File: config.mk
export PLATFORM = sky130hd
export DESIGN_NAME = system_supervisor
export DESIGN_NICKNAME = d
export VERILOG_FILES = /design/src/rtl/supervisor_pkg.sv /design/src/rtl/system_supervisor.sv /design/src/rtl/period_counter.sv
export SDC_FILE = /design/constraint.sdc
export NUM_CORES = 1
export LEC_CHECK = 0
export ABC_AREA = 1
export BUFFER_PORTS_ARGS = -buffer_cell sky130_fd_sc_hd__buf_2
export CORE_ASPECT_RATIO = 0.8
export CORE_MARGIN = 2
export CORE_UTILIZATION = 52
export DETAILED_ROUTE_END_ITERATION = 10
export HOLD_SLACK_MARGIN = 0.06
export PLACE_DENSITY = 0.78
export RECOVER_POWER = 25
export SYNTH_ARGS = -nofsm -noshare
export SYNTH_HDL_FRONTEND = slang
export SYNTH_HIERARCHICAL = 1
export SYNTH_SLANG_ARGS = --single-unit
File: constraint.sdc
create_clock -name clk_i -period 4.34 [get_ports clk_i]
set_input_delay 0.868 -clock clk_i [delete_from_list [all_inputs] [get_ports clk_i]]
set_output_delay 0.868 -clock clk_i [all_outputs]
set_load 0.02 [all_outputs]
File: src/rtl/supervisor_pkg.sv
// Constants for the system supervisor: watchdog, low-voltage reset, reset pin and wake-up.
// Assumes a single 25 MHz clock and a one-cycle tick per low-speed RC oscillator period.
// Function
// - The two low misc bits pick a watchdog timeout of 8192, 16384, 65536 or 262144 RC periods.
// - The watchdog is enabled straight out of reset with no software setup.
// - The watchdog does not count while the low-speed RC oscillator is off.
// - Writing 1 to misc bit 2 turns the low-voltage reset off.
// - The low-voltage reset never fires during CPU halt or full system halt.
// - The low-voltage reset threshold only acts after power-on has completed.
// - With fast wake-up selected, execution resumes 45 RC periods after the wake event.
// - With pin A5 an input and clock mode bit 0 set, a low on the pin resets the chip.
// - Clearing clock mode bit 2 turns the low-speed RC oscillator off.
// - An input pin whose wake-enable bit is 1 may wake the device.
// - The watchdog clear instruction restarts the watchdog count from zero.
package supervisor_pkg;

  // Misc control register layout.
  localparam int MISC_WDT_SEL_LSB = 0;
  localparam int MISC_LVR_OFF_BIT = 2;
  localparam logic [7:0] MISC_RESET = 8'h00;

  // Clock mode control register layout.
  localparam int CLOCK_MODE_CONTROL_RST_PIN_BIT = 0;
  localparam int CLOCK_MODE_CONTROL_WDT_EN_BIT = 1;
  localparam int CLOCK_MODE_CONTROL_LRC_EN_BIT = 2;
  localparam int CLOCK_MODE_CONTROL_HRC_EN_BIT = 4;
  localparam int CLOCK_MODE_CONTROL_SRC_LSB = 5;
  localparam logic [7:0] CLOCK_MODE_CONTROL_RESET = 8'h16;

  // Clock source codes in the source field.
  localparam logic [2:0] SRC_HRC = 3'h0;
  localparam logic [2:0] SRC_LRC = 3'h1;

  // Watchdog and wake-up counts in low-speed RC periods.
  localparam int WDT_W = 18;
  localparam int WDT_TICKS_SEL0 = 8192;
  localparam int WDT_TICKS_SEL1 = 16384;
  localparam int WDT_TICKS_SEL2 = 65536;
  localparam int WDT_TICKS_SEL3 = 262144;
  localparam int FAST_WAKE_TICKS = 45;
  localparam int NORMAL_WAKE_TICKS = 1024;

  typedef enum logic [1:0] {
    WAKE_IDLE = 2'b01,
    WAKE_WAIT = 2'b10
  } wake_state_e;

endpackage

File: src/rtl/system_supervisor.sv
// System supervisor: watchdog, low-voltage reset gating, external reset pin, pin wake-up
// and the clock-switch hazard. Assumes all inputs are synchronous to clk_i.
`timescale 1ns/1ps
module system_supervisor
  import supervisor_pkg::*;
#(
  parameter int NPINS = 8,
  parameter int WDT_SEL0 = WDT_TICKS_SEL0,
  parameter int WDT_SEL1 = WDT_TICKS_SEL1,
  parameter int WDT_SEL2 = WDT_TICKS_SEL2,
  parameter int WDT_SEL3 = WDT_TICKS_SEL3,
  parameter int NORMAL_WAKE = NORMAL_WAKE_TICKS
)(
  // Clock and reset
  input wire logic clk_i,
  input wire logic reset_i,
  // Register writes from the CPU
  input wire logic misc_wr_i,
  input wire logic [7:0] misc_wdata_i,
  input wire logic clock_mode_wr_i,
  input wire logic [7:0] clock_mode_wdata_i,
  input wire logic wake_en_wr_i,
  input wire logic [NPINS-1:0] wake_en_wdata_i,
  // CPU state and instructions
  input wire logic wdt_clear_i,
  input wire logic cpu_halt_i,
  input wire logic sys_halt_i,
  input wire logic fast_wake_i,
  // Oscillator and power
  input wire logic lrc_tick_i,
  input wire logic power_on_done_i,
  input wire logic vdd_low_i,
  // Pins
  input wire logic pin_a5_i,
  input wire logic pin_a5_is_input_i,
  input wire logic [NPINS-1:0] pin_in_i,
  input wire logic [NPINS-1:0] pin_dir_input_i,
  // Register views
  output logic [7:0] misc_o,
  output logic [7:0] clock_mode_control_o,
  output logic [NPINS-1:0] port_input_wake_enable_o,
  // Status and resets
  output logic chip_reset_o,
  output logic wdt_reset_o,
  output logic low_voltage_reset_o,
  output logic external_reset_o,
  output logic resume_o,
  output logic stall_o
);

  logic [7:0] misc_nxt;
  logic [7:0] clock_mode_control_nxt;
  logic [NPINS-1:0] wake_en_nxt;
  logic stall_nxt;
  logic [NPINS-1:0] pins_prev_r;
  logic lvr_nxt;
  logic ext_nxt;
  logic chip_nxt;
  wake_state_e wake_state_r;
  wake_state_e wake_state_nxt;
  logic resume_nxt;
  logic wdt_tick;
  logic wdt_done;
  logic [WDT_W-1:0] wdt_last;
  logic wake_event;
  logic wake_done;
  logic [6:0] wake_last;
  logic [2:0] old_src;
  logic old_osc_off;

  // Registers and the clock-switch hazard.
  always_comb
  begin
    misc_nxt = misc_o;
    clock_mode_control_nxt = clock_mode_control_o;
    wake_en_nxt = port_input_wake_enable_o;
    stall_nxt = stall_o;
    old_src = clock_mode_control_o[CLOCK_MODE_CONTROL_SRC_LSB +: 3];
    old_osc_off = 1'b0;
    if (misc_wr_i)
    begin
      misc_nxt = misc_wdata_i;
    end
    if (wake_en_wr_i)
    begin
      wake_en_nxt = wake_en_wdata_i;
    end
    if (clock_mode_wr_i)
    begin
      clock_mode_control_nxt = clock_mode_wdata_i;
      if (old_src == SRC_LRC)
      begin
        old_osc_off = !clock_mode_wdata_i[CLOCK_MODE_CONTROL_LRC_EN_BIT];
      end
      else
      begin
        old_osc_off = !clock_mode_wdata_i[CLOCK_MODE_CONTROL_HRC_EN_BIT];
      end
      if (old_osc_off && (clock_mode_wdata_i[CLOCK_MODE_CONTROL_SRC_LSB +: 3] != old_src))
      begin
        stall_nxt = 1'b1;
      end
    end
  end

  always_ff @(posedge clk_i)
  begin
    if (reset_i)
    begin
      misc_o <= MISC_RESET;
      clock_mode_control_o <= CLOCK_MODE_CONTROL_RESET;
      port_input_wake_enable_o <= '0;
      stall_o <= 1'b0;
    end
    else
    begin
      misc_o <= misc_nxt;
      clock_mode_control_o <= clock_mode_control_nxt;
      port_input_wake_enable_o <= wake_en_nxt;
      stall_o <= stall_nxt;
    end
  end

  always_comb
  begin
    unique case (misc_o[MISC_WDT_SEL_LSB +: 2])
      2'b00: wdt_last = WDT_W'(WDT_SEL0 - 1);
      2'b01: wdt_last = WDT_W'(WDT_SEL1 - 1);
      2'b10: wdt_last = WDT_W'(WDT_SEL2 - 1);
      2'b11: wdt_last = WDT_W'(WDT_SEL3 - 1);
    endcase
  end

  assign wdt_tick = lrc_tick_i && clock_mode_control_o[CLOCK_MODE_CONTROL_WDT_EN_BIT]
                    && clock_mode_control_o[CLOCK_MODE_CONTROL_LRC_EN_BIT];

  period_counter #(.W(WDT_W)) wdt_counter (
    .clk_i(clk_i),
    .reset_i(reset_i),
    .clear_i(wdt_clear_i),
    .tick_i(wdt_tick),
    .last_i(wdt_last),
    .done_o(wdt_done)
  );

  // Reset sources; every reset output is a registered level or pulse.
  always_comb
  begin
    lvr_nxt = vdd_low_i && power_on_done_i && !misc_o[MISC_LVR_OFF_BIT]
              && !cpu_halt_i && !sys_halt_i;
    ext_nxt = clock_mode_control_o[CLOCK_MODE_CONTROL_RST_PIN_BIT] && pin_a5_is_input_i && !pin_a5_i;
    chip_nxt = wdt_done || lvr_nxt || ext_nxt;
  end

  always_ff @(posedge clk_i)
  begin
    if (reset_i)
    begin
      low_voltage_reset_o <= 1'b0;
      external_reset_o <= 1'b0;
      wdt_reset_o <= 1'b0;
      chip_reset_o <= 1'b0;
    end
    else
    begin
      low_voltage_reset_o <= lvr_nxt;
      external_reset_o <= ext_nxt;
      wdt_reset_o <= wdt_done;
      chip_reset_o <= chip_nxt;
    end
  end

  // enabled input pins wake the device
  assign wake_event = (cpu_halt_i || sys_halt_i)
                      && |((pin_in_i ^ pins_prev_r) & port_input_wake_enable_o & pin_dir_input_i);

  assign wake_last = fast_wake_i ? 7'(FAST_WAKE_TICKS - 1) : 7'(NORMAL_WAKE - 1);

  period_counter #(.W(7)) wake_counter (
    .clk_i(clk_i),
    .reset_i(reset_i),
    .clear_i(wake_state_r == WAKE_IDLE),
    .tick_i(lrc_tick_i && clock_mode_control_o[CLOCK_MODE_CONTROL_LRC_EN_BIT]),
    .last_i(wake_last),
    .done_o(wake_done)
  );

  always_comb
  begin
    wake_state_nxt = wake_state_r;
    resume_nxt = 1'b0;
    unique case (wake_state_r)
      WAKE_IDLE:
      begin
        if (wake_event)
        begin
          wake_state_nxt = WAKE_WAIT;
        end
      end
      WAKE_WAIT:
      begin
        if (wake_done)
        begin
          wake_state_nxt = WAKE_IDLE;
          resume_nxt = 1'b1;
        end
      end
      default:
      begin
        wake_state_nxt = WAKE_IDLE;
      end
    endcase
  end

  always_ff @(posedge clk_i)
  begin
    if (reset_i)
    begin
      wake_state_r <= WAKE_IDLE;
      resume_o <= 1'b0;
      pins_prev_r <= '0;
    end
    else
    begin
      wake_state_r <= wake_state_nxt;
      resume_o <= resume_nxt;
      pins_prev_r <= pin_in_i;
    end
  end

  // Helper counters that only the assertions read.
  logic [WDT_W:0] wdt_seen_r;
  logic [7:0] wake_seen_r;

  always_ff @(posedge clk_i)
  begin
    if (reset_i || wdt_clear_i || wdt_done)
    begin
      wdt_seen_r <= '0;
    end
    else if (wdt_tick)
    begin
      wdt_seen_r <= wdt_seen_r + 1'b1;
    end
    if (reset_i || wake_state_r == WAKE_IDLE)
    begin
      wake_seen_r <= '0;
    end
    else if (lrc_tick_i && clock_mode_control_o[CLOCK_MODE_CONTROL_LRC_EN_BIT])
    begin
      wake_seen_r <= wake_seen_r + 1'b1;
    end
  end
endmodule

File: src/rtl/period_counter.sv
// Counts qualified ticks and pulses once when the count passes a programmable last value.
// Assumes ticks are one-cycle pulses synchronous to clk_i.
`timescale 1ns/1ps
module period_counter
  import supervisor_pkg::*;
#(
  parameter int W = 18
)(
  // Clock and reset
  input wire logic clk_i,
  input wire logic reset_i,
  // Control
  input wire logic clear_i,
  input wire logic tick_i,
  input wire logic [W-1:0] last_i,
  // Result
  output logic done_o
);

  logic [W-1:0] count_r;
  logic [W-1:0] count_nxt;
  logic done_nxt;

  // Clear wins over a tick in the same cycle, so a restart is never lost.
  always_comb
  begin
    count_nxt = count_r;
    done_nxt = 1'b0;
    if (clear_i)
    begin
      count_nxt = '0;
    end
    else if (tick_i)
    begin
      if (count_r == last_i)
      begin
        count_nxt = '0;
        done_nxt = 1'b1;
      end
      else
      begin
        count_nxt = count_r + 1'b1;
      end
    end
  end

  always_ff @(posedge clk_i)
  begin
    if (reset_i)
    begin
      count_r <= '0;
      done_o <= 1'b0;
    end
    else
    begin
      count_r <= count_nxt;
      done_o <= done_nxt;
    end
  end

endmodule

==> metrics, run 1 <==
Worst Skew=0.00709 ns; Synth cell types=30; dpl ws=1.89 ns; largest net degree at the start of global routing=25; Tmin final=~2.2 ns; Final Cycle Share=0.500; Tot GR Track Use=0.224; Pre-antenna DRT Iters=4; Routed Antenna Nets=0; clk sinks=67; Clk Latency, worst-skew pair=around 0.34 ns; HPWL Detailed=5530 um; Slew Limit Fails=0; post-layout util=0.649; total power=1330 uW; first-pass GRT wire length=12500 um; vias in the first global route=2964; die area=a little over 7000 um2; initial antenna violation count=0; Synth Warn #=6; GRT overflow=0; Die Span X=93.6 um; placed cells=700; # Post-CTS Setup Buffers=0; layout cells sized above 1=0.187; maximum VDD drop=260 uV; Post-synth EDFFs=0; total core area=6310 um2; top post-synthesis cells by area=dfxtp_1 40%, nand2_1 15%, nor2_1 12%; RSZ-0062 raised after global routing=false; Final Hold Fails=0; Final nets=683; CTS Buf Count=9; area grow syn2layout=22.6%; Synth top area share=0.401; clock buffer depth=2; Post-CTS Hold Buffers=0; Row Count=26; IO buf count=83; Worst-Margin Slew=around 0.9 ns; Layout Cells excl Fill=716; final wirelength=7210 um; GP Congestion=slightly below 0.9; Slew HR=0.398; count leader, synth=nand2_1; Die Ht=75.7 um; DRC=0; Seq cells post-synth=67; Critical Path RT=between 4 and 5 ns; CP Class=in2reg; CTS tree=yes; Cells after Synth=513; Post-synth top cells=138 x nand2_1, 104 x nor2_1, 77 x inv_1; I/O Pins=84; Worst Path Arrival=2.41 ns; Hold WC Path Type=reg2reg; Crit. End Element=register; sequential share of the synthesized area=0.401; crit path max fanout=24; antenna cell count=0; max cap viols=0; syn_area_per_cell=6.51 um2; asr flop ratio synth=0; WL per Instance=10.1 um; Root Buffer=clkbuf_8; via count=about 3300; Worst Setup Slack, final=2.17 ns; dominant synthesized flop cell=dfxtp_1; CP Launch Type=primary input; status=finished, final reports clean; cts repair resizes=0; Mapped Area=3340 um2; pwr/cell area=between 300 and 400 nW/um2; post-route setup TNS=0 ns; Static Leak=~0.0021 uW; Synth area leader=dfxtp_1; endpoints failing setup=0; vias per cell=4.58; Max Fclk=~460 MHz; Reg clk slew, reported paths=0.07 ns; htree depth=3; Initial Util=0.530; drt initial violations=around 150
## placed cells by master, fill, tap and decap left out
| cell type | netlist | routed |
|---|---|---|
| dfxtp_1 | 67 | 67 |
| nor3_1 | 6 | 6 |
| or2_2 | 2 | 2 |
| nand2_2 | 2 | 2 |
| o21ai_1 | 1 | 1 |
| o21ai_0 | 27 | 27 |
| o21a_1 | 1 | 1 |
| clkinvlp_4 | 0 | 1 |
| nand2_1 | 138 | 138 |
| o22ai_1 | 1 | 1 |
| buf_2 | 1 | 81 |
| nor2_1 | 104 | 104 |
| inv_2 | 8 | 7 |
| o211ai_1 | 1 | 1 |
| clkbuf_8 | 0 | 10 |
| inv_1 | 77 | 78 |
| nand3b_1 | 7 | 7 |
| clkbuf_1 | 1 | 3 |
| nand2_4 | 2 | 2 |
| conb_1 | 1 | 28 |
| xor2_1 | 16 | 16 |
| nand3_2 | 1 | 1 |
| a31oi_1 | 1 | 1 |
| clkinv_2 | 0 | 3 |
| ha_1 | 2 | 2 |
| or2_1 | 1 | 1 |
| nand4_1 | 3 | 3 |
| xnor2_1 | 5 | 5 |
| nor2_2 | 8 | 8 |
| nand3_1 | 17 | 17 |
| a21oi_1 | 7 | 7 |
| bufinv_16 | 0 | 1 |
## sequential cells by signal, indices dropped and copies added (netlist names)
name,count
external_reset_o,1
wake_counter/done_o,1
pins_prev_r,8
misc_o,8
low_voltage_reset_o,1
wdt_counter/count_r,18
stall_o,1
clock_mode_control_o,8
resume_o,1
wake_state_r,2
port_input_wake_enable_o,8
wdt_counter/done_o,1
chip_reset_o,1
wake_counter/count_r,7
wdt_reset_o,1
## area by class of cell
class,instances,area (um2)
clock inverter,5,52.6
timing repair buffer,83,413
fill,584,2210
sequential,67,1340
inverter,85,319
multi-input combinational,381,1730
tap,84,105
clock buffer,11,141
## report_power, final
group / internal (uW) / leakage (uW) / switching [uW]
Clock: 278 / 0.0000991 / 224
Sequential: 640 / 0.000549 / 16.3
Combinational: 65.5 / 0.00149 / 106
Total: 983 / 0.00214 / 346
## metrics by stage
stage | instance area (um2) | hold WS [ns]
final | 4100 | 0.450
after global routing | 4100 | 0.484
after CTS | 4100 | 0.454
after detailed placement | 3910 | 0.452
after global placement | 3910 | 0.447
after floorplan | 3440 | 0.411
## routing by layer
metal / up-vias / global-route usage / wire length (um)
li1: 1742 / - / -
met1: 1456 / 0.267 / 3400
met2: 69 / 0.392 / 3280
met3: 13 / 0.0742 / 381
met4: 0 / 0.0725 / 138
met5: - / 0 / 0
## final timing paths
path | from | cells after the start | endpoint | slack [ns]
max | reset_i | 4 | misc_o[7] | 2.17
min | wake_counter/done_o | 2 | resume_o | 0.45
max reg2reg | clock_mode_control_o[2] | 9 | wdt_counter/count_r[12] | 2.45
min reg2reg | wake_counter/done_o | 2 | resume_o | 0.45
## cells by family (layout without fill, tap and decap cells)
family                   count (synthesis)  after routing  share of synthesized area
AO/OA/AOI/OAI                           39             39                     0.0607
XOR/XNOR                                21             21                     0.0550
adder cells (fa/ha/maj)                  2              2                    0.00749
buffers and inverters                   92            184                      0.113
flip-flops                              67             67                      0.401
other                                    1             28                    0.00112
AND/OR/NAND/NOR                        291            291                      0.362
## critical path, cell delays in order
cell      delay, ns
clkbuf_1       0.66
inv_1          0.58
o21ai_0        0.23
nor2_1         0.06
Note: power is estimated with default switching activity, not from simulation.
==> inputs of run 2 (changes only) <==
--- a/config.mk
+++ b/config.mk
@@ -9,10 +9,10 @@
 export BUFFER_PORTS_ARGS = -buffer_cell sky130_fd_sc_hd__buf_2
 export CORE_ASPECT_RATIO = 0.8
 export CORE_MARGIN = 2
-export CORE_UTILIZATION = 52
+export CORE_UTILIZATION = 48
 export DETAILED_ROUTE_END_ITERATION = 10
 export HOLD_SLACK_MARGIN = 0.06
-export PLACE_DENSITY = 0.78
+export PLACE_DENSITY = 0.76
 export RECOVER_POWER = 25
 export SYNTH_ARGS = -nofsm -noshare
 export SYNTH_HDL_FRONTEND = slang
==> constraint.sdc (replaced) <==
create_clock -name clk_i -period 1.8 [get_ports clk_i]
set_input_delay 0.36 -clock clk_i [delete_from_list [all_inputs] [get_ports clk_i]]
set_output_delay 0.36 -clock clk_i [all_outputs]
set_load 0.02 [all_outputs]
==> run 2 against run 1 <==
  * Register-to-register slack worse by 2.2 ns
  * Sequential power rose by 140%
  * Flip-flop and latch count stayed put
  * First-iteration DRC count decreased by 19%
  * Combinational power rose by 150%
  * Clock skew is 0.0023 ns higher
  * Cell count is 0.56% higher
  * Worst setup slack worse by 1.9 ns
  * Critical path type is now reg2reg
  * Largest power group unchanged
  * Highest routed layer unchanged
==> metrics, run 2 (same netlist as run 1, synthesis figures left out) <==
max reg flops=18 (unchanged); area grow syn2layout=23.2%; delay-heaviest family, CP=simple AND/OR/NAND/NOR gates; Reg2Reg Setup Slack=0.23 ns (-2.22 ns); worst r2r path cells=9 (unchanged); # Post-CTS Setup Buffers=0 (unchanged); Worst-Margin Slew=0.916 ns (+0.0128 ns); RSZ-0062 raised after global routing=false; Clk Latency, worst-skew pair=0.35 ns (about the same); initial antenna violation count=0 (unchanged); pwr/cell area=785 nW/um2 (+140%); Worst Setup Slack, final=0.225 ns (-1.95 ns); Max Fclk=635 MHz; Tot GR Track Use=0.211 (-0.0140); Die Ht=78.6 um (+3.9%); WHS Path Cells=3 (+1); Routed Antenna Nets=0 (unchanged); WL per Instance=10.5 um (+4.7%); antenna cell count=0 (unchanged); CP Launch Type=register; Tmin final=about 1.6 ns; Reg clk slew, reported paths=0.08 ns (about the same); GRT overflow=0 (unchanged); drt initial violations=122 (-19%); clk sinks=67 (unchanged); endpoints failing setup=0 (unchanged); Post-CTS Hold Buffers=0 (unchanged); design area=4120 um2 (+0.49%); die area=7650 um2 (+7.9%); final wirelength=7590 um (+5.2%); DRC=0 (unchanged); Final Cycle Share=0.875; Worst Path Arrival=1.81 ns (-0.60 ns); Slew Limit Fails=0 (unchanged); crit path max fanout=5 (-79%); Slew HR=0.389 (-0.00852); maximum VDD drop=500 uV (+92%); Row Count=27 (+3.8%); Most Frequent Cell on Critical Path=nor2_1; htree depth=3 (unchanged); largest net degree at the start of global routing=25 (unchanged); Crit. End Element=register; max cap viols=0 (unchanged); Pre-antenna DRT Iters=5 (+1); critical-path cell list=nand2_1 > nor2_4 > inv_2 > nor2_2 > nand2_2 > nor2_1 > nand3_1 > xor2_1 > nor2_1; I/O Pins=84 (unchanged); Hold EP=port_input_wake_enable_o[0]; dpl ws=-0.0137 ns (-1.90 ns); Max stage delay on crit path=0.37 ns (-0.29 ns); Final nets=684 (+0.15%); launch point of the worst reg-to-reg path=clock_mode_control_o[2]; layout cells sized above 1=0.193 (+0.00602); total core area=6820 um2 (+8.1%); Top reg by flops=wdt_counter/count_r; clock buffer depth=2 (unchanged); CP Class=reg2reg; most common cell after layout, fill and taps aside=nand2_1; status=finished, final reports clean; Worst Skew=0.00934 ns (+0.00225 ns); Critical Path RT=2.04 ns (-2.54 ns); CTS Buf Count=9 (unchanged); CP Buf/Inv Count=1 (-1); Placed Area=3920 um2 (+0.29%); Initial Util=0.490 (-0.0398); GP Congestion=0.872 (-0.88%); IO buf count=83 (unchanged); vias per cell=4.54 (-0.89%); HPWL Detailed=5850 um (+5.8%); first-pass GRT wire length=13100 um (+5.2%); CTS tree=yes; Static Leak=0.00214 uW (-0.14%); Die Span X=97.3 um (+3.9%); hold_sp=wake_en_wdata_i[0]; cts repair resizes=0 (unchanged); vias in the first global route=3103 (+4.7%); via count=3269 (-0.34%); Root Buffer=clkbuf_8; RR Endpoint=wdt_counter/count_r[12]; slowest CP cell=dfxtp_1; Hold WC Path Type=in2reg; Final Hold Fails=0 (unchanged); most frequent cells in the layout=138 x nand2_1, 103 x nor2_1, 82 x buf_2, 77 x inv_1, 67 x dfxtp_1
==> run 2: cell count changes in the layout (fill, tap and decap cells not counted) <==
cell,previous run,this run
clkinv_2,3,1
clkinvlp_4,1,3
buf_2,81,82
buf_4,0,1
clkbuf_1,3,2
clkbuf_8,10,9
clkinv_4,0,1
inv_1,78,77
inv_2,7,8
nor2_1,104,103
nor2_4,0,1
==> run 2: cell type report <==
class                           count  area [um2]
Fill cell                         642        2710
Multi-Input combinational cell    381        1730
Sequential cell                    67        1340
Timing Repair Buffer               84         422
Inverter                           85         319
Clock buffer                       10         128
Tap cell                           87         109
Clock inverter                      6        66.3
==> run 2: per-layer routing <==
metal	track usage	wire (um)	up-vias
li1	-	-	1740
met1	0.260	3530	1437
met2	0.352	3460	79
met3	0.0650	457	13
met4	0.0694	138	0
met5	0	0	-
==> run 2: power breakdown <==
group / total, uW / internal [uW] / switching (uW)
clock network: 1230 / 639 / 593
registers: 1580 / 1540 / 39.7
logic: 419 / 162 / 257
total: 3230 / 2340 / 890
==> run 2: how the worst max path moves through the flow <==
stage / slack [ns] / depth (start not counted) / to / startpoint
after global placement: 0.1 / 10 / wdt_counter/count_r[12] / lrc_tick_i
after floorplan: 0.23 / 11 / wdt_counter/count_r[1] / clock_mode_control_o[2]
after global routing: 0.05 / 9 / wdt_counter/count_r[12] / clock_mode_control_o[2]
final: 0.23 / 9 / wdt_counter/count_r[12] / clock_mode_control_o[2]
after CTS: 0.04 / 9 / wdt_counter/count_r[12] / clock_mode_control_o[2]
after detailed placement: -0.01 / 10 / wdt_counter/count_r[12] / lrc_tick_i
==> run 2: worst register-to-register path: stages, from the launching register on <==
cell and delay, ns:
dfxtp_1 0.37, nand2_1 0.11, nor2_4 0.17, inv_2 0.07, nor2_2 0.16, nand2_2 0.09
nor2_1 0.17, nand3_1 0.12, xor2_1 0.15, nor2_1 0.06
==> run 2: stage by stage <==
step | setup TNS (ns) | instances | hold WS, ns | utilization | total power (uW)
3_5_place_dp | -0.0137 | 704 | 0.446 | 0.574 | 2030
2_1_floorplan | 0 | 540 | 0.411 | - | 1880
4_1_cts | 0 | 720 | 0.216 | 0.602 | 3260
6_report | 0 | 720 | 0.227 | 0.603 | 3230
3_3_place_gp | 0 | 704 | 0.437 | 0.574 | 2020
5_1_grt | 0 | 720 | 0.238 | 0.603 | 3400
